### src/fir_loader_pkg.sv
// Shared constants for the FIR coefficient loader and its host controller
package fir_loader_pkg;
    localparam int NUM_COEFF = 48;
    localparam int MAG_W = 26;
    localparam int COEFF_W = 27;
    localparam int SIGN_BIT = 26;
    localparam int LEN_CODE_W = 4;
    localparam int CHK_W = 16;
    // Device control word 1 and status word layout
    localparam logic [15:0] CTRL1_ADDR = 16'h0001;
    localparam logic [15:0] STATUS_ADDR = 16'h0002;
    localparam int DL_REQ_BIT = 15;
    localparam int LEN_CODE_LSB = 5;
    localparam int VERIFIED_BIT = 7;
    // Default coefficient count and pad-word field positions
    localparam logic [LEN_CODE_W-1:0] LEN_CODE_DEFAULT = 4'h0;
    localparam int WORD1_PAD_LSB = 11;
    localparam int ZERO_FILL_CYCLES = 1;
    // Host command register map
    localparam logic [3:0] H_CTRL = 4'h0;
    localparam logic [3:0] H_STATUS = 4'h1;
    localparam logic [3:0] H_IRQ_STAT = 4'h2;
    localparam logic [3:0] H_IRQ_MASK = 4'h3;
    localparam logic [3:0] H_COEFF = 4'h4;
    localparam logic [3:0] H_CHECK = 4'h5;
    localparam logic [3:0] H_REG_ADDR = 4'h6;
    localparam logic [3:0] H_REG_DATA = 4'h7;

    // Default 48-entry half response, sign-magnitude
    localparam logic [26:0] DEFAULT_COEFF [0:47] = '{
        27'h332bca0, 27'h17fa5a0, 27'h444a196, 27'h4b62067, 27'h4140c31, 27'h06a734e,
        27'h031dddb, 27'h439e6b2, 27'h4392e4a, 27'h01709d9, 27'h0344ef8, 27'h001397f,
        27'h428c5fc, 27'h4101f74, 27'h01a92fb, 27'h016ebf8, 27'h40cc178, 27'h4175250,
        27'h0016dba, 27'h0135efe, 27'h006466d, 27'h40d2f26, 27'h40a242e, 27'h006a139,
        27'h00ab1af, 27'h401150a, 27'h408e917, 27'h402af3e, 27'h005ee3b, 27'h0047c70,
        27'h402cbd2, 27'h4049e05, 27'h0003ea2, 27'h003a2eb, 27'h00158ca, 27'h4022f65,
        27'h401f797, 27'h000ca52, 27'h001dc13, 27'h000402a, 27'h401619c, 27'h400f99b,
        27'h000b0b2, 27'h001c020, 27'h0018fd5, 27'h000cdbd, 27'h0003cc7, 27'h00007ab};
endpackage : fir_loader_pkg

### src/fir_bus_if.sv
// Parallel word bus between host controller and coefficient loader
`timescale 1ns/1ps
interface fir_bus_if;
    logic wr;
    logic is_addr;
    logic [15:0] wdata;
    logic rd;
    logic [15:0] rdata;
    logic rvalid;
    logic data_word_verified;
    modport dev (input wr, input is_addr, input wdata, input rd,
                 output rdata, output rvalid, output data_word_verified);
    modport host (output wr, output is_addr, output wdata, output rd,
                  input rdata, input rvalid, input data_word_verified);
endinterface : fir_bus_if

### src/fir_coefficient_loader.sv
// Device end: coefficient download, checksum check and coefficient store
//
// Added by the designer: the strobed register port and the register addresses.
`timescale 1ns/1ps
module fir_coefficient_loader #(
    parameter int NCOEFF = fir_loader_pkg::NUM_COEFF
) (
    input wire logic CLK,
    input wire logic SRST,
    fir_bus_if.dev BUS,
    input wire logic [5:0] COEFF_IDX,
    output logic [26:0] COEFF_VAL,
    output logic BUSY
);
    initial begin
        if (NCOEFF != fir_loader_pkg::NUM_COEFF) begin
            $error("NCOEFF must be 48");
        end
    end

    typedef enum logic [2:0] {
        S_IDLE = 3'b000,
        S_DATA = 3'b001,
        S_HI = 3'b010,
        S_LO = 3'b011,
        S_CHK = 3'b100,
        S_FILL = 3'b101
    } dstate_t;

    dstate_t state_ff, nxt_state;
    logic [26:0] mem_ff [0:47];
    logic [15:0] addr_ff;
    logic [15:0] hi_ff;
    logic [5:0] idx_ff;
    logic [5:0] count_ff;
    logic [15:0] sum_ff;
    logic verified_ff;
    logic [15:0] rdata_ff;
    logic rvalid_ff;
    logic [26:0] coeff_ff;

    wire word_wr = BUS.wr && !BUS.is_addr;
    wire ctrl1_hit = addr_ff == fir_loader_pkg::CTRL1_ADDR;
    wire [3:0] len_code = BUS.wdata[fir_loader_pkg::LEN_CODE_LSB +: 4];
    wire dl_req = word_wr && ctrl1_hit && BUS.wdata[fir_loader_pkg::DL_REQ_BIT]
        && state_ff == S_DATA;
    // Odd codes give 6 per step; code 0 (or an even code) starts no download and keeps the stored set
    wire [5:0] ncoef = len_code[0] ? 6'((len_code[3:1] + 4'h1) * 6) : 6'd0;
    // Byte sum of one padded word pair
    wire [15:0] byte_sum = 16'(hi_ff[15:8]) + 16'(hi_ff[7:0])
        + 16'(BUS.wdata[15:8]) + 16'(BUS.wdata[7:0]);
    wire [26:0] new_coeff = {hi_ff[10:0], BUS.wdata};
    wire last_coeff = idx_ff == count_ff - 6'd1;

    always_comb begin
        nxt_state = state_ff;
        case (state_ff)
            S_IDLE: if (BUS.wr && BUS.is_addr) nxt_state = S_DATA;
            S_DATA: begin
                if (word_wr) begin
                    nxt_state = (dl_req && ncoef != 6'd0) ? S_HI : S_IDLE;
                end
            end
            S_HI: if (word_wr) nxt_state = S_LO;
            S_LO: if (word_wr) nxt_state = last_coeff ? S_CHK : S_HI;
            S_CHK: if (word_wr) nxt_state = (count_ff == 6'd48) ? S_IDLE : S_FILL;
            S_FILL: if (idx_ff == 6'd47) nxt_state = S_IDLE;
            default: nxt_state = S_IDLE;
        endcase
    end

    always_ff @(posedge CLK) begin
        if (SRST) begin
            state_ff <= S_IDLE;
            for (int i = 0; i < 48; i++) begin
                mem_ff[i] <= fir_loader_pkg::DEFAULT_COEFF[i];
            end
            addr_ff <= 16'h0000;
            hi_ff <= 16'h0000;
            idx_ff <= 6'd0;
            count_ff <= 6'd0;
            sum_ff <= 16'h0000;
            verified_ff <= 1'b0;
        end else begin
            state_ff <= nxt_state;
            if (BUS.wr && BUS.is_addr) addr_ff <= BUS.wdata;
            if (dl_req && ncoef != 6'd0) begin
                verified_ff <= 1'b0;
                count_ff <= ncoef;
                idx_ff <= 6'd0;
                sum_ff <= 16'h0000;
            end
            if (state_ff == S_HI && word_wr) hi_ff <= BUS.wdata;
            if (state_ff == S_LO && word_wr) begin
                mem_ff[idx_ff] <= new_coeff;
                sum_ff <= sum_ff + byte_sum;
                if (!last_coeff) idx_ff <= idx_ff + 6'd1;
            end
            if (state_ff == S_CHK && word_wr) begin
                verified_ff <= BUS.wdata == sum_ff;
                idx_ff <= count_ff;
            end
            if (state_ff == S_FILL) begin
                // One location per clock, well inside the host wait
                mem_ff[idx_ff] <= 27'h0000000;
                idx_ff <= idx_ff + 6'd1;
            end
        end
    end

    wire stat_rd = BUS.rd && addr_ff == fir_loader_pkg::STATUS_ADDR;
    always_ff @(posedge CLK) begin
        if (SRST) begin
            rdata_ff <= 16'h0000;
            rvalid_ff <= 1'b0;
            coeff_ff <= 27'h0000000;
        end else begin
            rvalid_ff <= BUS.rd;
            rdata_ff <= stat_rd ? (16'(verified_ff) << fir_loader_pkg::VERIFIED_BIT)
                : 16'h0000;
            coeff_ff <= mem_ff[COEFF_IDX];
        end
    end

    assign BUS.rdata = rdata_ff;
    assign BUS.rvalid = rvalid_ff;
    assign BUS.data_word_verified = verified_ff;
    assign COEFF_VAL = coeff_ff;
    assign BUSY = state_ff == S_FILL;
endmodule : fir_coefficient_loader

### src/flat_wrapper.sv
// flat-port wrapper written by rule: the top's interface ports become plain ports
module fir_coefficient_loader_flat 
#(
    parameter int NCOEFF = fir_loader_pkg::NUM_COEFF
)
  (CLK, SRST, COEFF_IDX, COEFF_VAL, BUSY, BUS_wr, BUS_is_addr, BUS_wdata, BUS_rd, BUS_rdata, BUS_rvalid, BUS_data_word_verified);
  fir_bus_if BUS_i ();
  input wire logic CLK;
  input wire logic SRST;
  input wire logic [5:0] COEFF_IDX;
  output logic [26:0] COEFF_VAL;
  output logic BUSY;
  input wire logic [$bits(BUS_i.wr)-1:0] BUS_wr;
  input wire logic [$bits(BUS_i.is_addr)-1:0] BUS_is_addr;
  input wire logic [$bits(BUS_i.wdata)-1:0] BUS_wdata;
  input wire logic [$bits(BUS_i.rd)-1:0] BUS_rd;
  output wire logic [$bits(BUS_i.rdata)-1:0] BUS_rdata;
  output wire logic [$bits(BUS_i.rvalid)-1:0] BUS_rvalid;
  output wire logic [$bits(BUS_i.data_word_verified)-1:0] BUS_data_word_verified;
  assign BUS_i.wr = BUS_wr;
  assign BUS_i.is_addr = BUS_is_addr;
  assign BUS_i.wdata = BUS_wdata;
  assign BUS_i.rd = BUS_rd;
  assign BUS_rdata = BUS_i.rdata;
  assign BUS_rvalid = BUS_i.rvalid;
  assign BUS_data_word_verified = BUS_i.data_word_verified;
  fir_coefficient_loader #(.NCOEFF(NCOEFF)) u_core (.CLK(CLK), .SRST(SRST), .BUS(BUS_i), .COEFF_IDX(COEFF_IDX), .COEFF_VAL(COEFF_VAL), .BUSY(BUSY));
endmodule
### config.mk
export PLATFORM = sky130hd
export DESIGN_NAME = fir_coefficient_loader_flat
export DESIGN_NICKNAME = d
export VERILOG_FILES = /design/src/fir_loader_pkg.sv /design/src/fir_bus_if.sv /design/src/fir_coefficient_loader.sv /design/src/flat_wrapper.sv
export SDC_FILE = /design/constraint.sdc
export NUM_CORES = 2
export LEC_CHECK = 0
export ABC_AREA = 1
export BUFFER_PORTS_ARGS = -buffer_cell sky130_fd_sc_hd__buf_4
export CORE_MARGIN = 10
export CORE_UTILIZATION = 55
export CTS_BUF_LIST = sky130_fd_sc_hd__clkbuf_8
export DETAILED_ROUTE_END_ITERATION = 7
export PLACE_DENSITY_LB_ADDON = 0.25
export SLEW_MARGIN = 10
export SYNTH_ARGS = -nofsm -noshare
export SYNTH_HDL_FRONTEND = slang
export SYNTH_SLANG_ARGS = --single-unit
### constraint.sdc
create_clock -name CLK -period 10.87 [get_ports CLK]
set_clock_uncertainty 0.05 [all_clocks]
set_input_delay 0.5435 -clock CLK [delete_from_list [all_inputs] [get_ports CLK]]
set_output_delay 0.5435 -clock CLK [all_outputs]
set_load 0.01 [all_outputs]
* Word level (Yosys, flattened, before mapping)
Memory sizes are Yosys's and may differ from the RTL's. A register that Yosys moved wholly into a read port is not among the register bits.
Cells that the tools add are included.
** Storage, ports and cells
- Bits in registers :: 81
- Bits in writable memories :: 1296
- Input port bits :: 27
- Word-level logic and storage cells :: 88
- Memories kept :: 1
** Memory list
- u_core.mem_ff :: depth 48, width 27, rd ports 1, clocked after memory_dff 1, write ports 48, line fir_coefficient_loader.sv:31 : logic [26:0] mem_ff [0:47];
** Cells by class
- $add $sub $neg :: 7
- $mul :: 1
- Eq/ne operators :: 17
- Multiplexer cells :: 32
- Bitwise gates (word level) :: 2
- Reductions and logical operators :: 18
** Operators by type and width (count)
- 27-bit two-way mux :: 2
- 6-bit two-way mux :: 7
- 16-bit by 8-bit adder with 16-bit output :: 2
- 32-bit by 2-bit multiplier with 5-bit output, second input constant :: 1
- 16-bit two-way mux :: 2
- 27-bit OR reduction :: 1
- 3-bit two-way mux :: 8
- 3-bit case mux with 6 select lines :: 1
- 16-bit adder :: 1
- 16-bit by 1-bit equality test with 1-bit output, second input constant :: 1
- 16-bit equality test :: 1
- 16-bit by 2-bit equality test with 1-bit output, second input constant :: 1
- 6-bit equality test, second input constant :: 2
- 2-bit by 1-bit != test with 1-bit output, second input constant :: 6
- 1-bit two-way mux :: 11
- 1-bit logical AND :: 10
- 8-bit by 8-bit adder with 9-bit output :: 1
- 6-bit by 1-bit adder with 6-bit output, second input constant :: 1
- 3-bit by 2-bit equality test with 1-bit output, second input constant :: 2
- 3-bit equality test, second input constant :: 2
- 6-bit equality test :: 1
- 6-bit AND reduction :: 1
- 6-bit nonzero test :: 1
- 6-bit by 1-bit subtractor with 6-bit output, second input constant :: 1
- 9 further kinds :: 10

* Logic depth before layout (Yosys ltp)
- Depth in word-level cells :: 11
- Depth in mapped cells :: 23
- Gate-level depth less buffers :: 23

* Worst setup path before layout
Ideal clock, no wire load.
- Path kind :: register to register
- Start :: register u_core.hi_ff[0]
- End :: register u_core.sum_ff[15]
- Setup time :: 116 ps
- Arrival time :: 3641 ps
- Required time :: 10704 ps
- Slack :: 7063 ps
- Cell stages (with the launch flop) :: 24
- Clock period less this slack :: 3807 ps
- Cells stage by stage :: dfxtp_1 > ha_1 > inv_1 > fa_1 > o21ai_0 > nand2_1 > nand2_1 > a21oi_1 > xor2_1 > inv_1 > fa_1 > inv_1 > fa_1 > inv_1 > ha_1 > nand2_1 > nor2_1 > nand2_1 > nand2_1 > nand2_1 > a21boi_0 > nand3_1 > nand2_1 > a21oi_1
** Between the ends
- Longest elaborated chain between the ends :: 5
** RTL lines
- start: declaration :: line fir_coefficient_loader.sv:33 : logic [15:0] hi_ff;
- start signal: assignment :: line fir_coefficient_loader.sv:93 : if (state_ff == S_HI && word_wr) hi_ff <= BUS.wdata;
- 8-bit by 8-bit adder with 9-bit output :: line fir_coefficient_loader.sv:50 : wire [15:0] byte_sum = 16'(hi_ff[15:8]) + 16'(hi_ff[7:0])
- 16-bit by 8-bit adder with 16-bit output (2 in a row) :: line fir_coefficient_loader.sv:51 : + 16'(BUS.wdata[15:8]) + 16'(BUS.wdata[7:0]);
- 16-bit adder :: line fir_coefficient_loader.sv:96 : sum_ff <= sum_ff + byte_sum;
- 16-bit two-way mux :: line fir_coefficient_loader.sv:94 : if (state_ff == S_LO && word_wr) begin
- end signal: assignment :: line fir_coefficient_loader.sv:96
- end: declaration :: line fir_coefficient_loader.sv:36 : logic [15:0] sum_ff;
Every way passes these cells.
A chain may end at the register's enable or synchronous reset.

==> metrics.md <==
| Metric | Value |
|---|---|
| Outcome | finished, violations left |
| Violated checks | DRC |
| Worst supply voltage drop on vdd | 127 µV |
| Unrepaired setup endpoints after global routing | false |
| Type of the worst min-delay path | in -> reg |
| Endpoint of the most critical register-to-register path | u_core.mem_ff[17][13] |
| Endpoint, Worst Hold | u_core.addr_ff[1] |
| Global routing met3 resource utilization | slightly below 9% |
| Data arrival time of the critical path | 5790 ps |
| Post-synthesis average cell area | 9.83 µm² |
| Placed inst area | 82800 µm² |
| Primary flip-flop cell chosen by synthesis mapping | sky130_fd_sc_hd__edfxtp_1 |
| Portion of the post-synthesis area used by sequential elements | 66.3% |
| Post-CTS Setup Bufs | 0 |
| Core box area | approximately 150000 µm² |
| Cell breakdown of the critical path | inv_2 > nor2_8 > inv_2 > nor2_8 > inv_2 > nand2_8 > nand3_2 > nor2_1 > clkinv_1 > nand2_1 |
| Max incr delay on CP | 1080 ps |
| M1 GR Usage | between 40% and 50% |
| Overall die height | 404 µm |
| Via count | ~63000 |
| Routed wire per std cell | 24.8 µm |
| Starting density of the core | 55.5% |
| Summed instance area of the synthesized netlist | between 80000 and 90000 µm² |
| Initial antenna violation count | 6 |
| Commonest non-fill, non-tap cell in the layout | sky130_fd_sc_hd__nand2_1 |
| Compound-gate portion of the synthesized area | 1.12% |
| Most frequent cells in the layout | sky130_fd_sc_hd__nand2_1, sky130_fd_sc_hd__edfxtp_1, sky130_fd_sc_hd__nand3_1, sky130_fd_sc_hd__nor2_1, sky130_fd_sc_hd__clkbuf_8 |
| Via count of the first global-routing pass | 58877 |
| Max-slew violation count | 0 |
| GRT Residual Overflow | 0 |
| Number of enable-type register cells in the synthesized netlist | 1728 |
| Cell Count Post-Placement | ~10000 |
| Most common cell type on the critical path | sky130_fd_sc_hd__inv_2 |
| Async set-reset flop share out of synthesis | 0% |
| Worst Hold Path Cells | 3 |
| Distinct cell type count of the synthesized netlist | 40 |
| CTS Buffer Depth | 4 |
| Post-CTS Hold Buffers | 21 |
| Clock slew seen by the registers of the worst setup and hold paths | 60 ps |
| Detailed-routing iteration count for the pre-antenna-repair pass | 8 |
| Largest net degree at the start of global routing | between 200 and 250 |
| Global-route usage over all layers | 30.4% |
| Non-Filler Instances | a little over 10000 |
| Rel. slew slack | around an eighth |
| Kind of start point of the critical path | register |
| Post-route core utilization | approximately three fifths |
| Cell with the biggest individual delay on the critical path | sky130_fd_sc_hd__nand2_1 |
| Most utilized layer in the global route result | met2 |
| Port Buffers | 57 |
| Register bit count reported by yosys | 1820 |
| Worst setup EP type | register |
| Post-route ant nets | 0 |
| Final critical delay including setup and external delays | about 5200 ps |
| Layout overhead on the synthesized area | 9.25% |
| Reg-to-reg startpoint | u_core.state_ff[2] |
| Total power per unit cell area | ~170 nW/µm² |
| Fraction of final layout cells sized beyond drive strength 1 | 8.25% |
| Number of primary I/O pins | 73 |
| Setup Total Neg Slack | 0 ps |
| Fin area | between 80000 and 90000 µm² |
| Worst reg2reg setup slack | 5630 ps |
| Row Count | 140 |
| Critical setup path kind | reg -> reg |
| Slew at the pin with the worst max-slew slack | 1300 ps |
| Maximum capacitance violations | 0 |
| Post-route DRC violation count | 8 |
| Number of nets in the finished design | ~8200 |
| Cell at the root of the clock tree | sky130_fd_sc_hd__clkbuf_8 |
| Count of instances resized after the clock tree is built | 0 |
| Top fanout value on the critical path | 27 |
| Adder-cell share of the synthesized area | 0.892% |
| Insertion delay of the later-clocked pin in the worst-skew pair | 1030 ps |
| Clock tree from TritonCTS | done |
| Number of CTS-inserted buffers | 312 |
| First-pass GRT wire length | 375 mm |
| Period utilisation layout | 48.2% |
| Final Hold Vio Count | 0 |
| GR Layer Usage met2 | 45.0% |
| Upper clock frequency limit | approximately 190 MHz |
| Required time of the critical path | 11420 ps |
| Detailed-placement wirelength estimate | between 100 and 150 mm |
| Die span in x | 404 µm |
| DR iter-0 viols | 10204 |
| Weighted congestion at the end of routability-driven global placement | 0.974 |
| CTS sink cnt | between 1500 and 2000 |
| Startpoint of the worst hold path | BUS_wr |
| Design Power | 14.7 mW |
| Post-detailed-route via-to-cell ratio | 6.09 |
| Die footprint | 163000 µm² |
| Mux cell area share after synthesis | 0% |
| Final wirelength | around 260 mm |
| H-tree Lvls | 5 |
| Main combinational cell family by area after synthesis | simple AND/OR/NAND/NOR gates |
| Synthesized-area fraction occupied by and/or/nand/nor cells | a little over a quarter |
| Number of cell instances on the worst register-to-register path | 10 |
| Post-synthesis xor/xnor area fraction | 0.227% |
| Gate count of the mapped netlist | about 8200 |
| Final setup vio count | 0 |
| Warnings, synthesis | 0 |
| Lkg Pwr | 32.9 nW |
[worst max-delay path by stage]
stage | from | to | slack (ps) | cells after the start
after floorplan | u_core.hi_ff[0] | u_core.sum_ff[15] | 7060 | 23
after global placement | SRST | u_core.mem_ff[17][14] | 5640 | 8
after detailed placement | SRST | u_core.mem_ff[17][17] | 5450 | 8
after CTS | u_core.state_ff[2] | u_core.mem_ff[17][8] | 5720 | 10
after global routing | u_core.state_ff[2] | u_core.mem_ff[17][13] | 5370 | 10
final | u_core.state_ff[2] | u_core.mem_ff[17][13] | 5630 | 10
[through the flow]
step,setup WS [ps],hold slack (ps)
6_report,5630,106
5_1_grt,5370,100
4_1_cts,5720,3.84
3_5_place_dp,5450,425
3_3_place_gp,5640,414
2_1_floorplan,7060,404
[critical path, delay by kind of cell (launching register included)]
family	cells	cell delay, ps
buf+inv	4	1210
flops	1	430
simple gates	6	3090
[where the power goes]
| part | internal (mW) | switching (mW) | total (mW) |
|---|---|---|---|
| combinational | 0.266 | 0.879 | 1.15 |
| clock | 2.89 | 2.76 | 5.65 |
| sequential | 7.84 | 0.0776 | 7.91 |
| total | 11.0 | 3.71 | 14.7 |
[metal layers]
metal  vias up  share of wire [%]
li1      27515                  -
met1     29822                 37
met2      4624                 44
met3       733                 14
met4         6                5.2
met5         -              0.014
[synthesized netlist by cell type, drive strengths merged (13+ instances only)]
master	number	area [µm²]
dfxtp	92	1840
fa	18	360
a21oi	102	510
edfxtp	1728	51900
o21ai	58	290
nand3	1505	7540
ha	29	363
inv	188	706
clkbuf	488	1830
buf	154	698
nand4	13	126
nand2	2866	10800
nor2	939	3650
[layout make-up]
class	count	area (µm²)
fill	11976	57600
sequential	1820	53700
multi-input combinational	5600	24300
clock buffer	322	4430
tap	1917	2400
timing repair buffer	232	1870
clock inverter	209	1040
inverter	197	767
antenna	1	2.50
[flip-flops by register name (all words and copies together), names as in the netlist, 3 cells and up]
signal	count
u_core.addr_ff	16
u_core.mem_ff	1728
u_core.count_ff	5
u_core.hi_ff	16
u_core.state_ff	3
u_core.sum_ff	16
u_core.idx_ff	6
u_core.COEFF_VAL	27
[cells by family (layout without fill, tap and decap cells)]
group / after synthesis / in the layout
AO/OA/AOI/OAI: 174 / 174
XOR/XNOR: 21 / 21
adder cells (fa/ha/maj): 47 / 47
buffers and inverters: 839 / 960
flip-flops: 1820 / 1820
other: 1 / 16
AND/OR/NAND/NOR: 5343 / 5343
No activity file was read; power rests on OpenSTA's default activity.
